===== src/design/phy_pin_pkg.sv =====
`default_nettype none
package phy_pin_pkg;
  // ----------------------------------------------------------------
  // Bus and register map
  // ----------------------------------------------------------------
  localparam logic [7:0] OFS_CTRL = 8'h00;
  localparam logic [7:0] OFS_STAT = 8'h04;
  localparam logic [7:0] OFS_IRQ_STAT = 8'h08;
  localparam logic [7:0] OFS_IRQ_MASK = 8'h0C;
  localparam logic [7:0] OFS_IRQ_SRC = 8'h10;
  localparam logic [31:0] CTRL_RST = 32'h00000000;
  localparam logic [31:0] MASK_RST = 32'h00000000;
  // Control fields.
  localparam int CTRL_MODE3 = 0;
  localparam int CTRL_DUPLEX = 1;
  localparam int CTRL_PIN_IRQ = 2;
  // Interrupt status fields.
  localparam int IRQ_LINK = 0;
  localparam int IRQ_SPEED = 1;
  localparam int IRQ_PD = 2;
  localparam int IRQ_SRC = 3;
  localparam int IRQ_W = 4;
  // ----------------------------------------------------------------
  // Timing
  // ----------------------------------------------------------------
  localparam int CLK_MHZ = 250;
  localparam int BLINK_MS = 50;
  localparam int BLINK_CYC = BLINK_MS * 1000 * CLK_MHZ;
  localparam int MII_MHZ = 25;
  localparam int RMII_MHZ = 50;
  localparam int MII_PER = CLK_MHZ / MII_MHZ;
  localparam int RMII_PER = CLK_MHZ / RMII_MHZ;
  typedef enum logic [1:0] {LED_M1, LED_M2, LED_M3} led_mode_t;
endpackage
`default_nettype wire


===== src/design/blink_div.sv =====
`default_nettype none
module blink_div
  import phy_pin_pkg::*;
#(
  parameter int PERIOD = BLINK_CYC
) (
  input wire logic clk,
  input wire logic arst_n,
  output logic tick
);
  logic [31:0] cnt_ff;
  always_ff @(posedge clk or negedge arst_n) begin
    if (!arst_n) begin
      cnt_ff <= 32'h00000000;
      tick <= 1'b0;
    end else if (cnt_ff >= 32'(PERIOD - 1)) begin
      cnt_ff <= 32'h00000000;
      tick <= 1'b1;
    end else begin
      cnt_ff <= cnt_ff + 32'h00000001;
      tick <= 1'b0;
    end
  end
endmodule
`default_nettype wire


===== src/design/mac_clk_gen.sv =====
`default_nettype none
module mac_clk_gen
  import phy_pin_pkg::*;
(
  input wire logic clk,
  input wire logic arst_n,
  input wire logic rmii,
  input wire logic en,
  output logic clk_out
);
  // Output is a divided copy of the system clock; held low when disabled.
  // An odd period keeps the rate exact at the cost of duty: three high, two low.
  logic [7:0] cnt_ff;
  logic [7:0] period;
  logic [7:0] high_len;
  assign period = rmii ? 8'(RMII_PER) : 8'(MII_PER);
  assign high_len = period - (period >> 1);
  always_ff @(posedge clk or negedge arst_n) begin
    if (!arst_n) begin
      cnt_ff <= 8'h00;
      clk_out <= 1'b0;
    end else if (!en) begin
      cnt_ff <= 8'h00;
      clk_out <= 1'b0;
    end else begin
      clk_out <= cnt_ff < high_len;
      if (cnt_ff >= period - 8'h01) begin
        cnt_ff <= 8'h00;
      end else begin
        cnt_ff <= cnt_ff + 8'h01;
      end
    end
  end
endmodule
`default_nettype wire


===== src/design/phy_status_pin_logic.sv =====
// Added by the designer: register access over APB and the placing of the registers.
`default_nettype none
// What this block does
// - Mode 1: link indicator lit while link is good.
// - Modes 2 and 3: link indicator lit on link, blinks on activity.
// - Speed indicator lit at 100 Mb/s, dark at 10 Mb/s, any mode.
// - Mode 1: activity/collision indicator lit on tx or rx activity.
// - Mode 2: activity/collision indicator shows collision.
// - Mode 3: activity/collision indicator may show full duplex instead.
// - Strap picks LED mode 1 or 2.
// - Each LED lit level is opposite to its strapped reset level.
// - Straps sampled during reset, held afterwards.
// - Reset returns every register to its default.
// - Reset re-samples and re-applies all straps.
// - Shared pin defaults to active-low power-down input.
// - In interrupt function shared pin is open drain, low while pending.
// - Shared pin changes function only by register write.
// - MAC clock 25 MHz in MII, 50 MHz in RMII.
// - Disable strap keeps MAC clock output quiet.
module phy_status_pin_logic
  import phy_pin_pkg::*;
#(
  parameter int NPORT = 2,
  parameter int BLINK_PERIOD = BLINK_CYC
) (
  // Clock and reset.
  input wire logic CLK_SYS,
  input wire logic ARST_N,
  // APB slave.
  input wire logic PSEL,
  input wire logic PENABLE,
  input wire logic PWRITE,
  input wire logic [7:0] PADDR,
  input wire logic [31:0] PWDATA,
  output logic [31:0] PRDATA,
  output logic PREADY,
  output logic PSLVERR,
  // Port status from the transceiver.
  input wire logic [NPORT-1:0] LINK_UP,
  input wire logic [NPORT-1:0] SPEED_100,
  input wire logic [NPORT-1:0] FULL_DUPLEX,
  input wire logic [NPORT-1:0] TX_ACT,
  input wire logic [NPORT-1:0] RX_ACT,
  input wire logic [NPORT-1:0] COLLISION,
  input wire logic [NPORT-1:0] IRQ_COND,
  // Straps, levels of the strap pins while reset is held.
  input wire logic LED_MODE_STRAP,
  input wire logic RMII_STRAP,
  input wire logic MAC_CLK_DIS_STRAP,
  // LED pins, polarity strapped by the pin's own reset level.
  input wire logic [NPORT-1:0] LINK_IND_I,
  output logic [NPORT-1:0] LINK_IND_O,
  output logic [NPORT-1:0] LINK_IND_OE,
  input wire logic [NPORT-1:0] SPEED_IND_I,
  output logic [NPORT-1:0] SPEED_IND_O,
  output logic [NPORT-1:0] SPEED_IND_OE,
  input wire logic [NPORT-1:0] ACT_COL_IND_I,
  output logic [NPORT-1:0] ACT_COL_IND_O,
  output logic [NPORT-1:0] ACT_COL_IND_OE,
  // Shared power-down / interrupt pin.
  input wire logic [NPORT-1:0] PD_IRQ_PIN_I,
  output logic [NPORT-1:0] PD_IRQ_PIN_O,
  output logic [NPORT-1:0] PD_IRQ_PIN_OE,
  // System side.
  output logic [NPORT-1:0] POWER_DOWN,
  output logic MAC_CLK_OUT,
  output logic IRQ
);
  // ----------------------------------------------------------------
  // Strap capture
  // ----------------------------------------------------------------
  // Pins are sampled while reset is low, since a constant is all an
  // asynchronous reset may load; the first free edge takes one last sample.
  logic in_rst_ff;
  logic led_mode2_ff;
  logic rmii_ff;
  logic clk_dis_ff;
  logic [NPORT-1:0] pol_link_ff;
  logic [NPORT-1:0] pol_speed_ff;
  logic [NPORT-1:0] pol_act_ff;
  logic sampling;
  always_ff @(posedge CLK_SYS or negedge ARST_N) begin
    if (!ARST_N) begin
      in_rst_ff <= 1'b1;
    end else begin
      in_rst_ff <= 1'b0;
    end
  end
  assign sampling = in_rst_ff;
  always_ff @(posedge CLK_SYS) begin
    if (sampling) begin
      led_mode2_ff <= LED_MODE_STRAP;
      rmii_ff <= RMII_STRAP;
      clk_dis_ff <= MAC_CLK_DIS_STRAP;
      pol_link_ff <= LINK_IND_I;
      pol_speed_ff <= SPEED_IND_I;
      pol_act_ff <= ACT_COL_IND_I;
    end
  end

  // ----------------------------------------------------------------
  // Registers
  // ----------------------------------------------------------------
  logic [31:0] ctrl_ff;
  logic [IRQ_W-1:0] irq_stat_ff;
  logic [IRQ_W-1:0] irq_mask_ff;
  logic [NPORT-1:0] src_ff;
  logic wr_en;
  logic rd_en;
  logic mapped;
  logic [IRQ_W-1:0] event_set;
  led_mode_t led_mode;
  assign wr_en = PSEL && PENABLE && PWRITE && PREADY;
  assign rd_en = PSEL && PENABLE && !PWRITE && PREADY;
  assign mapped = PADDR == OFS_CTRL || PADDR == OFS_STAT || PADDR == OFS_IRQ_STAT ||
    PADDR == OFS_IRQ_MASK || PADDR == OFS_IRQ_SRC;
  always_ff @(posedge CLK_SYS or negedge ARST_N) begin
    if (!ARST_N) begin
      ctrl_ff <= CTRL_RST;
      irq_mask_ff <= IRQ_W'(MASK_RST);
    end else if (wr_en) begin
      if (PADDR == OFS_CTRL) begin
        ctrl_ff <= {29'h00000000, PWDATA[2:0]};
      end
      if (PADDR == OFS_IRQ_MASK) begin
        irq_mask_ff <= PWDATA[IRQ_W-1:0];
      end
    end
  end
  always_ff @(posedge CLK_SYS or negedge ARST_N) begin
    if (!ARST_N) begin
      src_ff <= '0;
    end else if (wr_en && PADDR == OFS_IRQ_SRC) begin
      src_ff <= (src_ff & ~PWDATA[NPORT-1:0]) | IRQ_COND;
    end else begin
      src_ff <= src_ff | IRQ_COND;
    end
  end
  // Setting wins over a write-one clear in the same cycle.
  always_ff @(posedge CLK_SYS or negedge ARST_N) begin
    if (!ARST_N) begin
      irq_stat_ff <= '0;
    end else if (wr_en && PADDR == OFS_IRQ_STAT) begin
      irq_stat_ff <= (irq_stat_ff & ~PWDATA[IRQ_W-1:0]) | event_set;
    end else begin
      irq_stat_ff <= irq_stat_ff | event_set;
    end
  end
  always_ff @(posedge CLK_SYS or negedge ARST_N) begin
    if (!ARST_N) begin
      PRDATA <= 32'h00000000;
      PREADY <= 1'b0;
      PSLVERR <= 1'b0;
    end else begin
      PREADY <= PSEL && !PENABLE;
      PSLVERR <= PSEL && !PENABLE && !mapped;
      if (PSEL && !PENABLE && !PWRITE) begin
        unique case (PADDR)
          OFS_CTRL: PRDATA <= ctrl_ff;
          OFS_STAT: PRDATA <= {24'h000000, 2'(led_mode), 1'b0, rmii_ff, clk_dis_ff,
            3'(POWER_DOWN)};
          OFS_IRQ_STAT: PRDATA <= 32'(irq_stat_ff);
          OFS_IRQ_MASK: PRDATA <= 32'(irq_mask_ff);
          OFS_IRQ_SRC: PRDATA <= 32'(src_ff);
          default: PRDATA <= 32'h00000000;
        endcase
      end else if (rd_en) begin
        PRDATA <= PRDATA;
      end
    end
  end

  // ----------------------------------------------------------------
  // LED logic
  // ----------------------------------------------------------------
  logic blink_tick;
  logic blink_ff;
  always_comb begin
    if (ctrl_ff[CTRL_MODE3]) begin
      led_mode = LED_M3;
    end else if (led_mode2_ff) begin
      led_mode = LED_M2;
    end else begin
      led_mode = LED_M1;
    end
  end
  blink_div #(
    .PERIOD(BLINK_PERIOD)
  ) u_blink (
    .clk(CLK_SYS),
    .arst_n(ARST_N),
    .tick(blink_tick)
  );
  always_ff @(posedge CLK_SYS or negedge ARST_N) begin
    if (!ARST_N) begin
      blink_ff <= 1'b0;
    end else if (blink_tick) begin
      blink_ff <= ~blink_ff;
    end
  end

  logic [NPORT-1:0] lit_link;
  logic [NPORT-1:0] lit_act;
  logic [NPORT-1:0] link_d_ff;
  logic [NPORT-1:0] speed_d_ff;
  logic [NPORT-1:0] pd_in;
  genvar g;
  generate
    for (g = 0; g < NPORT; g++) begin : g_port
      always_comb begin
        unique case (led_mode)
          LED_M1: begin
            lit_link[g] = LINK_UP[g];
            lit_act[g] = TX_ACT[g] | RX_ACT[g];
          end
          LED_M2: begin
            lit_link[g] = LINK_UP[g] & ~((TX_ACT[g] | RX_ACT[g]) & blink_ff);
            lit_act[g] = COLLISION[g];
          end
          default: begin
            lit_link[g] = LINK_UP[g] & ~((TX_ACT[g] | RX_ACT[g]) & blink_ff);
            lit_act[g] = ctrl_ff[CTRL_DUPLEX] ? FULL_DUPLEX[g] : COLLISION[g];
          end
        endcase
      end
      // A pin pulled up at reset lights by driving low, and the reverse.
      always_ff @(posedge CLK_SYS or negedge ARST_N) begin
        if (!ARST_N) begin
          LINK_IND_O[g] <= 1'b0;
          SPEED_IND_O[g] <= 1'b0;
          ACT_COL_IND_O[g] <= 1'b0;
          LINK_IND_OE[g] <= 1'b0;
          SPEED_IND_OE[g] <= 1'b0;
          ACT_COL_IND_OE[g] <= 1'b0;
        end else if (sampling) begin
          LINK_IND_OE[g] <= 1'b0;
          SPEED_IND_OE[g] <= 1'b0;
          ACT_COL_IND_OE[g] <= 1'b0;
        end else begin
          LINK_IND_O[g] <= lit_link[g] ^ pol_link_ff[g];
          SPEED_IND_O[g] <= SPEED_100[g] ^ pol_speed_ff[g];
          ACT_COL_IND_O[g] <= lit_act[g] ^ pol_act_ff[g];
          LINK_IND_OE[g] <= 1'b1;
          SPEED_IND_OE[g] <= 1'b1;
          ACT_COL_IND_OE[g] <= 1'b1;
        end
      end
      assign pd_in[g] = ~ctrl_ff[CTRL_PIN_IRQ] & ~PD_IRQ_PIN_I[g];
      always_ff @(posedge CLK_SYS or negedge ARST_N) begin
        if (!ARST_N) begin
          PD_IRQ_PIN_O[g] <= 1'b0;
          PD_IRQ_PIN_OE[g] <= 1'b0;
          POWER_DOWN[g] <= 1'b0;
        end else begin
          PD_IRQ_PIN_O[g] <= 1'b0;
          PD_IRQ_PIN_OE[g] <= ctrl_ff[CTRL_PIN_IRQ] & src_ff[g];
          POWER_DOWN[g] <= pd_in[g];
        end
      end
    end
  endgenerate

  // ----------------------------------------------------------------
  // Events and interrupt
  // ----------------------------------------------------------------
  always_ff @(posedge CLK_SYS or negedge ARST_N) begin
    if (!ARST_N) begin
      link_d_ff <= '0;
      speed_d_ff <= '0;
    end else begin
      link_d_ff <= LINK_UP;
      speed_d_ff <= SPEED_100;
    end
  end
  // The delay stages still hold zero on the release edge, so a change seen there is false.
  assign event_set[IRQ_LINK] = ~sampling & (|(link_d_ff ^ LINK_UP));
  assign event_set[IRQ_SPEED] = ~sampling & (|(speed_d_ff ^ SPEED_100));
  assign event_set[IRQ_PD] = |(pd_in & ~POWER_DOWN);
  assign event_set[IRQ_SRC] = |IRQ_COND;
  always_ff @(posedge CLK_SYS or negedge ARST_N) begin
    if (!ARST_N) begin
      IRQ <= 1'b0;
    end else begin
      IRQ <= |(irq_stat_ff & irq_mask_ff);
    end
  end

  // ----------------------------------------------------------------
  // MAC clock
  // ----------------------------------------------------------------
  // The divider gives exact rates only because 250 MHz is a multiple of 50 MHz.
  mac_clk_gen u_mac_clk (
    .clk(CLK_SYS),
    .arst_n(ARST_N),
    .rmii(rmii_ff),
    .en(~clk_dis_ff & ~sampling),
    .clk_out(MAC_CLK_OUT)
  );

  // ----------------------------------------------------------------
  // Checks
  // ----------------------------------------------------------------
  AST_SPEED: assert property (@(posedge CLK_SYS) disable iff (!ARST_N)
    !sampling && !$past(sampling) |-> SPEED_IND_O == ($past(SPEED_100) ^ pol_speed_ff))
    else $error("Speed indicator wrong.");
  AST_MODE1_LINK: assert property (@(posedge CLK_SYS) disable iff (!ARST_N)
    !sampling && led_mode == LED_M1 |=> LINK_IND_O == ($past(LINK_UP) ^ pol_link_ff))
    else $error("Mode 1 link indicator wrong.");
  AST_MODE1_ACT: assert property (@(posedge CLK_SYS) disable iff (!ARST_N)
    !sampling && led_mode == LED_M1 |=>
    ACT_COL_IND_O == ($past(TX_ACT | RX_ACT) ^ pol_act_ff))
    else $error("Mode 1 activity indicator wrong.");
  AST_MODE2_COL: assert property (@(posedge CLK_SYS) disable iff (!ARST_N)
    !sampling && led_mode == LED_M2 |=> ACT_COL_IND_O == ($past(COLLISION) ^ pol_act_ff))
    else $error("Mode 2 collision indicator wrong.");
  AST_LINK_DARK: assert property (@(posedge CLK_SYS) disable iff (!ARST_N)
    !sampling && led_mode != LED_M1 && LINK_UP == '0 |=> LINK_IND_O == pol_link_ff)
    else $error("Link indicator lit without link.");
  AST_MODE3_SEL: assert property (@(posedge CLK_SYS) disable iff (!ARST_N)
    !sampling && ctrl_ff[CTRL_MODE3] |=>
    ACT_COL_IND_O == ($past(ctrl_ff[CTRL_DUPLEX] ? FULL_DUPLEX : COLLISION) ^ pol_act_ff))
    else $error("Mode 3 activity or collision indicator wrong.");
  AST_PIN_INPUT: assert property (@(posedge CLK_SYS) disable iff (!ARST_N)
    !ctrl_ff[CTRL_PIN_IRQ] && !$past(ctrl_ff[CTRL_PIN_IRQ]) |-> PD_IRQ_PIN_OE == '0)
    else $error("Shared pin driven in power-down function.");
  AST_PIN_IRQ: assert property (@(posedge CLK_SYS) disable iff (!ARST_N)
    ctrl_ff[CTRL_PIN_IRQ] |=> PD_IRQ_PIN_OE == $past(src_ff) && PD_IRQ_PIN_O == '0)
    else $error("Shared pin not pulled low on pending interrupt.");
  AST_CLK_QUIET: assert property (@(posedge CLK_SYS) disable iff (!ARST_N)
    clk_dis_ff && !sampling |=> !MAC_CLK_OUT)
    else $error("MAC clock toggles while disabled.");
  // A five-cycle RMII period is split three high and two low.
  AST_CLK_RATE: assert property (@(posedge CLK_SYS) disable iff (!ARST_N)
    !clk_dis_ff && !sampling && rmii_ff && $rose(MAC_CLK_OUT) |->
    MAC_CLK_OUT[*3] ##1 !MAC_CLK_OUT[*2] ##1 MAC_CLK_OUT)
    else $error("MAC clock rate wrong.");
  AST_CLK_MII: assert property (@(posedge CLK_SYS) disable iff (!ARST_N)
    !clk_dis_ff && !sampling && !rmii_ff && $rose(MAC_CLK_OUT) |->
    MAC_CLK_OUT[*5] ##1 !MAC_CLK_OUT[*5] ##1 MAC_CLK_OUT)
    else $error("MAC clock rate wrong in MII mode.");
endmodule
`default_nettype wire


===== config.mk =====
export PLATFORM = sky130hd
export DESIGN_NAME = phy_status_pin_logic
export DESIGN_NICKNAME = d
export VERILOG_FILES = /design/src/design/phy_pin_pkg.sv /design/src/design/blink_div.sv /design/src/design/mac_clk_gen.sv /design/src/design/phy_status_pin_logic.sv
export SDC_FILE = /design/constraint.sdc
export NUM_CORES = 1
export LEC_CHECK = 0
export BUFFER_PORTS_ARGS = -buffer_cell sky130_fd_sc_hd__buf_2
export CORE_ASPECT_RATIO = 1.5
export CORE_MARGIN = 2
export CORE_UTILIZATION = 50
export DETAILED_ROUTE_END_ITERATION = 7
export PLACE_DENSITY_LB_ADDON = 0.1
export SYNTH_ARGS = -nofsm -noshare
export SYNTH_HDL_FRONTEND = slang
export SYNTH_SLANG_ARGS = --single-unit
export TNS_END_PERCENT = 10

===== constraint.sdc =====
create_clock -name CLK_SYS -period 3.7 [get_ports CLK_SYS]
set_clock_uncertainty 0.15 [all_clocks]
set_input_delay 0.555 -clock CLK_SYS [delete_from_list [all_inputs] [get_ports CLK_SYS]]
set_output_delay 0.555 -clock CLK_SYS [all_outputs]
set_load 0.03 [all_outputs]

-- Word-level counts from Yosys, hierarchy flattened
Cells that the tools add are included.
Widths: inputs -> output; s select.
- ROM bits: 0
- bits in registers: 116
- memories kept: 0
- bits in latches: 0
- memory bits (writable): 0
- word-level logic and storage cells: 127
- equality and inequality tests: 5
- divide/modulo/power cells: 0
- multiplexer cells: 18
- reduce and logical (&&, ||, !) cells: 24
- magnitude comparators: 3
- bitwise logic cells: 40
- add/subtract/negate cells: 4
- multipliers: 0
- shift operators: 0
- operators with widths (cell ; number):
    $pmux 8 s5 ; 1
    $add 32x1->32 const B ; 1
    $ge 32x24->1 const B ; 1
    $mux 32 ; 1
    $eq 8x4->1 const B ; 2
    $mux 8 ; 2
    $and 1x1->1 ; 11
    $add 8x1->8 const B ; 1
    $and 4x4->4 ; 2
    $eq 8x3->1 const B ; 1
    $eq 8x5->1 const B ; 1
    $ge 8x8->1 ; 1
    $logic_and 1x1->1 ; 8
    $logic_not 8->1 ; 1
    $lt 8x8->1 ; 1
    $mux 1 ; 8
    $mux 4 ; 2
    $not 1->1 ; 8
    $or 4x4->4 ; 2
    $reduce_or 2->1 ; 4
    $sub 8x1->8 const B ; 1
    $sub 8x7->8 ; 1
    $xor 1x1->1 ; 6
    $and 2x2->2 ; 2
    13 further kinds ; 25

-- Depth between registers and ports, before layout
Gate-level depths: netlist (run 1).
- depth after elaboration: 7
- depth in mapped cells: 6

-- Hierarchy
A second synthesis (run 1) with hierarchy kept.
- cell total of the unflattened synthesis: 388
- area, all modules: 4312.9 um2
- modules (own cells, without submodules) (module ; instances ; seq. area each (um2) ; cells each ; area an instance (um2)):
    phy_status_pin_logic ; 1 ; 1272.5 ; 209 ; 2349.8
    blink_div ; 1 ; 825.8 ; 143 ; 1520.2
    mac_clk_gen ; 1 ; 225.2 ; 36 ; 442.9

-- Least setup slack after synthesis (run 1)
No wires, ideal clock.
- path kind: input -> register
- from: in PADDR[1]
- to: reg irq_mask_ff[0]
- arrival: 2012 ps
- required time: 3423 ps
- path slack: 1411 ps
- stages: 5
- setup time: 127 ps
- path buffers: 1
- cells stage by stage: or4_4 -> nor4_4 -> and3_1 -> buf_4 -> mux2_1
- cells in the longest elaborated chain, start to end: 2
- ends and longest elaborated chain (item ; line ; RTL):
    from (decl) ; phy_status_pin_logic.sv:33 ; input wire logic [7:0] PADDR,
    $eq 8x4->1 ; phy_status_pin_logic.sv:125 ; if (PADDR == OFS_IRQ_MASK) begin
    $reduce_and 2->1 (no source line) ; -- ;
    to (signal assigned) ; phy_status_pin_logic.sv:120 ; irq_mask_ff <= IRQ_W'(MASK_RST);
    to (signal assigned) ; phy_status_pin_logic.sv:126 ; irq_mask_ff <= PWDATA[IRQ_W-1:0];
    to (decl) ; phy_status_pin_logic.sv:106 ; logic [IRQ_W-1:0] irq_mask_ff;
Every way passes these cells.
A chain may end at the register's enable or synchronous reset.

-- Worst setup path after layout (run 1)
- from: reg u_blink.cnt_ff[0]
- to: reg u_blink.cnt_ff[4]
- cells in the longest elaborated chain, start to end: 2
- elaborated cells between the ends (all ways): 3
- those cells by class: add/sub (1); order compare (1); mux (1)
- ends and longest elaborated chain (item ; line ; RTL):
    from (decl) ; blink_div.sv:11 ; logic [31:0] cnt_ff;
    from (signal assigned) ; blink_div.sv:20 ; cnt_ff <= cnt_ff + 32'h00000001;
    $add 32x1->32 / $ge 32x24->1 (equally long branches) ; blink_div.sv:20, blink_div.sv:16 ;
    $mux 32 * ; blink_div.sv:16 ; end else if (cnt_ff >= 32'(PERIOD - 1)) begin
Every way passes the cells marked *; elsewhere a longest branch is shown, timed or not.

==> results of run 1 <==
[cell families (layout without fill, tap and decap cells)]
family | Yosys count | in the layout | share of synthesized area, %
and+or+nand+nor | 141 | 141 | 17.6
DFF | 91 | 91 | 54.6
AOI/OAI and AO/OA | 60 | 60 | 8.97
buffers and inverters | 54 | 94 | 7.76
xor gates and xnor gates | 24 | 24 | 4.94
muxes | 13 | 13 | 3.94
adders and majority gates | 7 | 7 | 2.06
other | 1 | 39 | 0.0881
[through the flow]
stage	power, µW	hold slack, ns	instance area [µm²]
finish	2210	0.219	4900
global route	2290	0.217	4900
CTS	2240	0.210	4900
detailed placement	1270	0.276	4580
global placement	1270	0.271	4580
floorplan	1220	0.109	4400
[synth_stat cells (2+ instances only)]
library cell	count
a211o_1	5
a21o_1	5
a21oi_1	16
a22oi_1	2
a311oi_1	2
a31oi_1	2
and2_1	3
and3_1	4
and4_1	3
buf_2	3
buf_4	33
clkbuf_1	8
dfrtp_1	81
edfxtp_1	9
ha_1	7
inv_1	10
mux2_1	7
mux2_2	3
mux4_2	2
nand2_1	31
nand2b_1	2
nand3_1	22
nand4_1	5
nor2_1	32
nor2b_1	6
nor3_1	4
nor4_1	9
o21ai_0	14
o21ai_1	5
o31ai_1	3
or3_1	9
or4_1	2
xnor2_1	16
xor2_1	8
[report_power, final]
part	internal [µW]	switching (µW)	leakage, µW
combinational	54.6	135	0.000926
clock	593	371	0.000149
sequential	1040	19.0	0.00114
total	1690	525	0.00221
[flip-flops by register name (all words and copies together), names as in the netlist, 2 cells and up]
name,cells
irq_stat_ff,4
irq_mask_ff,4
u_blink.cnt_ff,32
SPEED_IND_O,2
link_d_ff,2
PRDATA,7
pol_act_ff,2
speed_d_ff,2
LINK_IND_O,2
POWER_DOWN,2
pol_speed_ff,2
ctrl_ff,3
src_ff,2
u_mac_clk.cnt_ff,8
PD_IRQ_PIN_OE,2
ACT_COL_IND_O,2
pol_link_ff,2
[path summary, 6_finish.rpt]
check                      slack (ns)                            to                   startpoint  cells past startpoint
max                              1.46   u_blink.cnt_ff[4]$_DFF_PN0_  u_blink.cnt_ff[0]$_DFF_PN0_                      5
min                              0.22        link_d_ff[0]$_DFF_PN0_                   LINK_UP[0]                      1
max reg2reg                      1.46   u_blink.cnt_ff[4]$_DFF_PN0_  u_blink.cnt_ff[0]$_DFF_PN0_                      5
min reg2reg                      0.28          blink_ff$_DFFE_PN0P_       u_blink.tick$_DFF_PN0_                      1
max in group asynchronous        2.52  u_blink.cnt_ff[19]$_DFF_PN0_                       ARST_N                      1
min in group asynchronous        0.23         PRDATA[1]$_DFFE_PN0P_                       ARST_N                      1
[critical path: cells and delay by family (launching register included)]
family / cells / cell delay [ns]
compound gates: 2 / 0.92
simple gates: 2 / 0.39
flops: 1 / 0.40
fa+ha+maj: 1 / 0.23
[per-layer routing]
metal,GRT usage (%),vias up,routed length (µm)
met3,3.76,9,301
met4,7.82,0,139
met1,19.7,1406,3170
met5,0,-,0
met2,32.8,52,4420
li1,-,1452,-
[area by class of cell]
type | instances | area [µm²] | area share (%)
Clock buffer | 10 | 229 | 4.67
Clock inverter | 6 | 88.8 | 1.81
Inverter | 10 | 37.5 | 0.766
Multi-Input combinational cell | 284 | 1740 | 35.6
Sequential cell | 91 | 2320 | 47.4
Tap cell | 107 | 134 | 2.73
Timing Repair Buffer | 68 | 343 | 7.00
==> metrics.txt, run 1 <==
fin crit share=60.6%; dominant cell type by area after synthesis=dfrtp_1; vias in the first global route=2721; remaining global-route overflow=0; Final Max Slew Viols=0; Die X=a little under 80 µm; initial drt markers=102; clock tree from TritonCTS=done; gp weighted congestion=approximately 0.85; Yosys warnings=0; gr usage total=17.8%; Slew headroom=around 33%; post-layout min period=around 2.2 ns; status=finished clean; Post-CTS Setup Repair Bufs=0; Min-Delay Path Class=in -> reg; Mapped Area=4260 µm²; min setup slack post-route=approximately 1.5 ns; Ports=124; wire length per cell=around 14 µm; Vias/cell=~5; DRC Markers=0; unrepaired setup endpoints after global routing=false; Post-synth ARST share=about nine tenths; P per Cell Area=roughly 450 nW/µm²; starting density of the core=about half; Post-Route Setup TNS=0 ns; initial antenna violation count=0; CP Launch Type=register; Worst path max stage delay=roughly 0.72 ns; nets@finish=541; commonest cells after routing, fill and taps aside=dfrtp_1, buf_2, conb_1; die area=a little over 9000 µm²; post-synth cell types=between 50 and 60; CTS Buffer Depth=2; largest cells by area after synthesis=dfrtp_1, edfxtp_1, buf_4; most common cell after layout, fill and taps aside=dfrtp_1; Layout area overhead=15.1%; Worst EP arrival=around 2.3 ns; cell count after synthesis=between 300 and 400; CP Max Fanout=24; max_cap viols=0; post-synthesis sequential area ratio=roughly 55%; pre-CTS setup slack=approximately 1.2 ns; Slowest-stage cell, CP=o22a_1; syn_area_per_cell=approximately 11 µm²; first-pass GRT wire length=12.6 mm; maximum clock frequency=~450 MHz; clk_lat worst skew=0.33 ns; via count=a little under 3000; H-Tree Depth=3; Antenna Cells=0; Least-Margin Pin Slew=approximately 1.0 ns; CTS Hold Bufs=0; Primary FF master, synth=dfrtp_1; Finished Layout Cells=about 580; Root Driver=clkbuf_16; CP endpoint kind=register; leakage power=~0.0022 µW; Setup Viol. Count Final=0; critical path cell sequence=ha_1 -> and4_1 -> o311a_1 -> o22a_1 -> nor2_1; DP HPWL=slightly below 6 mm; clock sinks=between 90 and 100; largest net degree at the start of global routing=between 80 and 90; share of cells above drive strength 1=20.3%; Port-buffer cells=slightly below 70; Core Area=between 8000 and 9000 µm²; first-pass iteration count of the detailed router=6; CTS Buf Count=9; Worst EP required=around 3.7 ns; CTS clk-pin slew, worst paths=0.06 ns; # rows=~40; number of filler cells placed in the layout=approximately 710; Cells after DPL=560; post-synth top area share=47.6%; WL final=between 8 and 9 mm; Post-Route Utilization=between 50% and 60%; EDFF count, synth=9; post-CTS sizing=0; Worst Path Class, Setup=reg -> reg; Seq cells post-synth=a little over 90; Hold Vio Cnt, Final=0; worst ir drop on vdd=around 280 µV; die height=approximately 120 µm; Final ANT Viol Nets=0
Power figures use the tool's default switching activity.
==> run 2: changes to the inputs <==
--- a/config.mk
+++ b/config.mk
@@ -8,7 +8,7 @@
 export BUFFER_PORTS_ARGS = -buffer_cell sky130_fd_sc_hd__buf_2
 export CORE_ASPECT_RATIO = 1.5
 export CORE_MARGIN = 2
-export CORE_UTILIZATION = 50
+export CORE_UTILIZATION = 47
 export DETAILED_ROUTE_END_ITERATION = 7
 export PLACE_DENSITY_LB_ADDON = 0.1
 export SYNTH_ARGS = -nofsm -noshare
==> constraint.sdc (replaced) <==
create_clock -name CLK_SYS -period 2 [get_ports CLK_SYS]
set_clock_uncertainty 0.15 [all_clocks]
set_input_delay 0.3 -clock CLK_SYS [delete_from_list [all_inputs] [get_ports CLK_SYS]]
set_output_delay 0.3 -clock CLK_SYS [all_outputs]
set_load 0.03 [all_outputs]
==> run 2 against run 1 <==
  * Sequential cell count did not move
  * Final area rose by 8.0%
  * Critical path type unchanged
  * Largest power group unchanged
  * Clock power is 85% higher
  * Global-route usage rose by 1.0 points
  * Sequential share of layout area is 3.5 points lower
  * Final cell count grew 6.8%
  * Combinational power rose by 110%
  * Largest cell class unchanged
  * Utilization up 1.3 points
  * Non-clock buffer count is 36 higher
==> metrics.txt, run 2 (same netlist as run 1, synthesis figures left out) <==
Ports=124; Setup Viol. Count Final=0; Min-Delay Path Class=in -> reg; max reg flops=32; gr usage total=18.8%; Layout area overhead=24.3%; worst hold start=ACT_COL_IND_I[0]; P_sw=986 µW; Worst R2R End=u_blink.cnt_ff[4]$_DFF_PN0_; starting density of the core=about half; maximum clock frequency=between 500 and 600 MHz; Worst EP required=approximately 2.1 ns; H-Tree Depth=3; P per Cell Area=between 700 and 800 nW/µm²; largest net degree at the start of global routing=83; Internal=3150 µW; initial antenna violation count=0; die area=slightly below 10000 µm²; reg2reg path depth=5; Hold Vio Cnt, Final=0; nets@finish=between 500 and 600; critical path cell sequence=or4_1 -> o311a_1 -> o22a_2 -> clkbuf_16 -> nor2_1; CTS Buffer Depth=2; # rows=42; share of cells above drive strength 1=24.8%; Largest Register=u_blink.cnt_ff; Final ANT Viol Nets=0; Die X=81.7 µm; Worst Path Class, Setup=reg -> reg; clk_lat worst skew=approximately 0.34 ns; reg2reg start=u_blink.cnt_ff[9]$_DFF_PN0_; Sw Ratio=between 20% and 30%; CTS Buf Count=9; first-pass iteration count of the detailed router=4; Slowest-stage cell, CP=or4_1; CP Launch Type=register; logic gate share of total power=under 10%; CP Max Fanout=12; remaining global-route overflow=0; CP endpoint kind=register; clock tree from TritonCTS=done; wire length per cell=~14 µm; via count=3109; Final Max Slew Viols=0; Top Family by Delay on Critical Path=simple AND/OR/NAND/NOR gates; CTS clk-pin slew, worst paths=~0.070 ns; Hold Path Sink=pol_act_ff[0]$_DFFE_PP_; status=finished clean; initial drt markers=slightly above 100; PnR Total Power=slightly above 4000 µW; Core Area=a little under 9000 µm²; post-layout min period=1.96 ns; gp weighted congestion=about 0.86; Post-CTS Setup Repair Bufs=0; clock sinks=about 90; pre-CTS setup slack=-0.202 ns; fin crit share=a little over nine tenths; first-pass GRT wire length=approximately 14 mm; leakage power=roughly 0.0024 µW; number of filler cells placed in the layout=between 700 and 800; r2r setup slk=slightly above 0.04 ns; min setup slack post-route=slightly above 0.04 ns; DRC Markers=0; DP HPWL=6.17 mm; Root Driver=clkbuf_16; Worst Path Buf+Inv=1; commonest cells after routing, fill and taps aside=dfrtp_1, buf_2, conb_1; max_cap viols=0; Worst EP arrival=2.08 ns; Largest regs=u_blink.cnt_ff x32, u_mac_clk.cnt_ff x8, PRDATA x7; die height=approximately 120 µm; Vias/cell=5.06; Port-buffer cells=68; unrepaired setup endpoints after global routing=true; Clk network pwr share=a little over two fifths; worst ir drop on vdd=approximately 520 µV; WL final=8.78 mm; Min-Delay Path Depth=1; most common cell after layout, fill and taps aside=dfrtp_1; Seq pwr share=47.4%; vias in the first global route=3052; Worst path max stage delay=about 0.52 ns; Antenna Cells=0
[run 2: worst max path at each step]
stage,startpoint,endpoint,slack [ns],cells after the start
after floorplan,PADDR[1],irq_mask_ff[0]$_DFFE_PN0P_,-0.03,5
after global placement,PADDR[1],ctrl_ff[1]$_DFFE_PN0P_,-0.19,5
after detailed placement,PADDR[1],ctrl_ff[2]$_DFFE_PN0P_,-0.20,5
after CTS,u_blink.cnt_ff[11]$_DFF_PN0_,u_blink.cnt_ff[19]$_DFF_PN0_,0.02,4
after global routing,u_blink.cnt_ff[7]$_DFF_PN0_,u_blink.cnt_ff[22]$_DFF_PN0_,-0.02,4
final,u_blink.cnt_ff[9]$_DFF_PN0_,u_blink.cnt_ff[4]$_DFF_PN0_,0.04,5
[run 2: routing by layer]
layer	GRT usage [%]	part of all wire (%)	wire length, µm	vias to the layer above
met2	34.1	55	4820	56
met5	0	0	0	-
li1	-	-	-	1528
met1	20.3	39	3460	1507
met4	8.23	2.2	193	0
met3	4.33	3.4	299	18
[run 2: area by class of cell]
cell class              instances  area (µm²)  area share, %
repair buffers                104         696           13.1
well taps                     110         138           2.60
inverters                      10        37.5          0.709
multi-input cells             284        1780           33.6
flip-flops and latches         91        2320           43.9
clock inverters                 7        92.6           1.75
clock buffers                   9         225           4.26
[run 2: power by group through the flow]
stage / logic [µW] / registers (µW) / clock network [µW]
after floorplan: 223 / 2040 / 0
after global placement: 371 / 1990 / 0
after detailed placement: 374 / 2000 / 0
after CTS: 397 / 1960 / 1830
after global routing: 434 / 1970 / 1910
final: 396 / 1960 / 1780
[run 2: repair_timing]
item,in CTS,in global routing
hold buffers,15,1
setup endpoints to repair,4,23
pin swaps,1,4
resized for setup,1,9
cloned,0,1
endpoints found under the hold margin,95,1
[run 2: through the flow]
step           utilization (%)  setup TNS, ns  instance area (µm²)  std cells  hold slack [ns]
2_1_floorplan                -         -0.137                 4400        429           -0.146
3_3_place_gp              53.8          -1.39                 4750        582            0.214
3_5_place_dp              53.8          -1.55                 4750        582            0.217
4_1_cts                   59.2              0                 5230        613        0.0000112
5_1_grt                   59.9         -0.146                 5290        615          0.00760
6_report                  59.9              0                 5290        615           0.0181
==> run 3: changes to the inputs <==
--- a/config.mk
+++ b/config.mk
@@ -5,10 +5,11 @@
 export SDC_FILE = /design/constraint.sdc
 export NUM_CORES = 1
 export LEC_CHECK = 0
+export ABC_AREA = 1
 export BUFFER_PORTS_ARGS = -buffer_cell sky130_fd_sc_hd__buf_2
 export CORE_ASPECT_RATIO = 1.5
 export CORE_MARGIN = 2
-export CORE_UTILIZATION = 47
+export CORE_UTILIZATION = 48
 export DETAILED_ROUTE_END_ITERATION = 7
 export PLACE_DENSITY_LB_ADDON = 0.1
 export SYNTH_ARGS = -nofsm -noshare
==> run 3 against run 2 <==
  * Worst hold slack lost 0.0090 ns
  * Register-to-register slack gained 0.22 ns
  * Final area grew 2.2%
  * Global-route usage grew 0.88 points
  * Synthesized cell count grew 39%
  * Die area grew 4.8%
  * Count of clock-buffer cells in the layout grew 5
  * Synthesized area grew 7.2%
  * Routed wire length grew 7.6%
  * First-iteration DRC count grew 83%
==> metrics.txt, run 3 <==
Min-Delay Path Depth=1; clock sinks=91; CTS Buf Count=9; first-pass iteration count of the detailed router=4; WL final=9.45 mm; critical path cell sequence=dlygate4sd3_1 -> buf_2 -> nand2_1 -> nor2_1 -> nand3_1 -> o21ai_0 -> nand3_1; r2r setup slk=between 0.2 and 0.3 ns; post-synth cell types=36; fin crit share=approximately nine tenths; Vias/cell=roughly 4.7; synth cell count leaders=nand2_1, nor2_1, dfrtp_1, inv_1, nand3_1; max reg flops=32; die height=approximately 120 µm; status=finished clean; Primary FF master, synth=dfrtp_1; DRC Markers=0; post-CTS sizing=0; vias in the first global route=between 3000 and 4000; nets@finish=between 700 and 800; H-Tree Depth=3; gp weighted congestion=approximately 0.87; Slowest-stage cell, CP=dlygate4sd3_1; Final ANT Viol Nets=0; Min-Delay Path Class=in -> reg; Die X=approximately 84 µm; reg2reg path depth=10; post-synthesis sequential area ratio=between 50% and 60%; Worst R2R End=u_blink.cnt_ff[4]$_DFF_PN0_; post-synth top area share=between 40% and 50%; # rows=43; number of filler cells placed in the layout=860; initial drt markers=around 190; Largest Register=u_blink.cnt_ff; die area=around 10000 µm²; CP Launch Type=input pin; most frequent cell after synthesis=nand2_1; Post-CTS Setup Repair Bufs=0; EDFF count, synth=9; Seq cells post-synth=around 90; Top Family by Delay on Critical Path=simple AND/OR/NAND/NOR gates; gr usage total=between 10% and 20%; max_cap viols=0; unrepaired setup endpoints after global routing=false; post-layout min period=between 1.5 and 2 ns; Hold Path Sink=pol_act_ff[0]$_DFFE_PP_; Port-buffer cells=68; worst hold start=ACT_COL_IND_I[0]; commonest cells after routing, fill and taps aside=nand2_1, nor2_1, dfrtp_1; Worst EP required=2.07 ns; CP endpoint kind=register; Worst path max stage delay=0.52 ns; initial antenna violation count=0; clk_lat worst skew=between 0.3 and 0.4 ns; CP most frequent cell=nand3_1; Root Driver=clkbuf_16; Core Area=about 9300 µm²; P per Cell Area=just over 700 nW/µm²; Setup Viol. Count Final=0; via count=between 3000 and 4000; CTS Buffer Depth=2; CTS clk-pin slew, worst paths=0.06 ns; reg2reg start=u_blink.cnt_ff[0]$_DFF_PN0_; Layout area overhead=18.5%; leakage power=~0.0026 µW; largest cells by area after synthesis=dfrtp_1, nand2_1, nor2_1; Post-Route Setup TNS=0 ns; syn_area_per_cell=roughly 8.4 µm²; CP Max Fanout=4; Post-synth ARST share=roughly nine tenths; Cells after DPL=between 700 and 800; clock tree from TritonCTS=done; dominant cell type by area after synthesis=dfrtp_1; maximum clock frequency=between 500 and 600 MHz; largest net degree at the start of global routing=34; Worst Path Class, Setup=in -> reg; Hold Vio Cnt, Final=0; sequential cell area=between 2000 and 2500 µm²; multi-input logic area=around 1900 µm²; Largest regs=u_blink.cnt_ff x32, u_mac_clk.cnt_ff x8, PRDATA x7; most common cell after layout, fill and taps aside=nand2_1; wire length per cell=12.4 µm; cell count after synthesis=about 540; Worst EP arrival=around 1.9 ns; first-pass GRT wire length=around 16 mm; worst ir drop on vdd=roughly 600 µV; Yosys warnings=0; Antenna Cells=0; Mapped Area=4560 µm²; Finished Layout Cells=approximately 760; Worst Path Buf+Inv=2; Final Max Slew Viols=0; share of cells above drive strength 1=about 16%; remaining global-route overflow=0; starting density of the core=49.3%; Ports=between 100 and 150; DP HPWL=between 7 and 8 mm
## run 3: how the worst max path moves through the flow
stage	startpoint	endpoint	slack, ns	cells past startpoint
2_1_floorplan	u_blink.cnt_ff[0]$_DFF_PN0_	u_blink.cnt_ff[10]$_DFF_PN0_	0.40	11
3_3_place_gp	u_blink.cnt_ff[0]$_DFF_PN0_	u_blink.cnt_ff[0]$_DFF_PN0_	0.28	10
3_5_place_dp	u_blink.cnt_ff[0]$_DFF_PN0_	u_blink.cnt_ff[9]$_DFF_PN0_	0.25	10
4_1_cts	PENABLE	irq_stat_ff[3]$_DFF_PN0_	0.20	7
5_1_grt	PENABLE	irq_stat_ff[2]$_DFF_PN0_	0.06	7
6_report	PENABLE	irq_stat_ff[3]$_DFF_PN0_	0.21	7
## run 3: report_power, final
group / internal [µW] / leakage (µW) / switching, µW
clock network: 907 / 0.000137 / 648
registers: 1930 / 0.00111 / 35.6
logic: 126 / 0.00138 / 281
total: 2960 / 0.00262 / 964
## run 3: cells by family after synthesis
family | after synthesis | synth area share (%)
XOR/XNOR | 24 | 4.61
AO/OA/AOI/OAI | 33 | 3.89
flip-flops | 91 | 50.9
AND/OR/NAND/NOR | 289 | 27.3
other | 1 | 0.0822
adder cells (fa/ha/maj) | 7 | 1.92
buffers and inverters | 98 | 11.3
## run 3: stage by stage
stage	hold WS, ns	worst slack (ns)	instance area [µm²]	utilization, %	total power (µW)
3_3_place_gp	0.0977	0.285	4970	53.7	2370
5_1_grt	0.00449	0.0645	5410	58.4	4090
6_report	0.00901	0.207	5410	58.4	3930
4_1_cts	0.00701	0.203	5410	58.4	3980
2_1_floorplan	-0.146	0.399	4710	-	2270
3_5_place_dp	0.104	0.252	4970	53.7	2380
## run 3: layer usage
metal | part of all wire, % | wire [µm] | GRT usage (%)
met1 | 39 | 3670 | 21.5
met4 | 4.7 | 441 | 12.8
met5 | 0 | 0 | 0
met3 | 3.5 | 330 | 2.60
met2 | 53 | 5010 | 35.9
## run 3: what timing repair did
action	4_1_cts	5_1_grt
endpoints found under the setup margin	0	0
hold endpoints to repair	40	0
hold buffers	16	0
## run 3: cell type report
class / instances / area share [%]
clock buffer: 14 / 4.88
clock inverter: 2 / 0.185
inverter: 62 / 4.31
multi-input combinational: 392 / 34.5
sequential: 91 / 43.0
tap: 112 / 2.59
timing repair buffer: 91 / 10.5
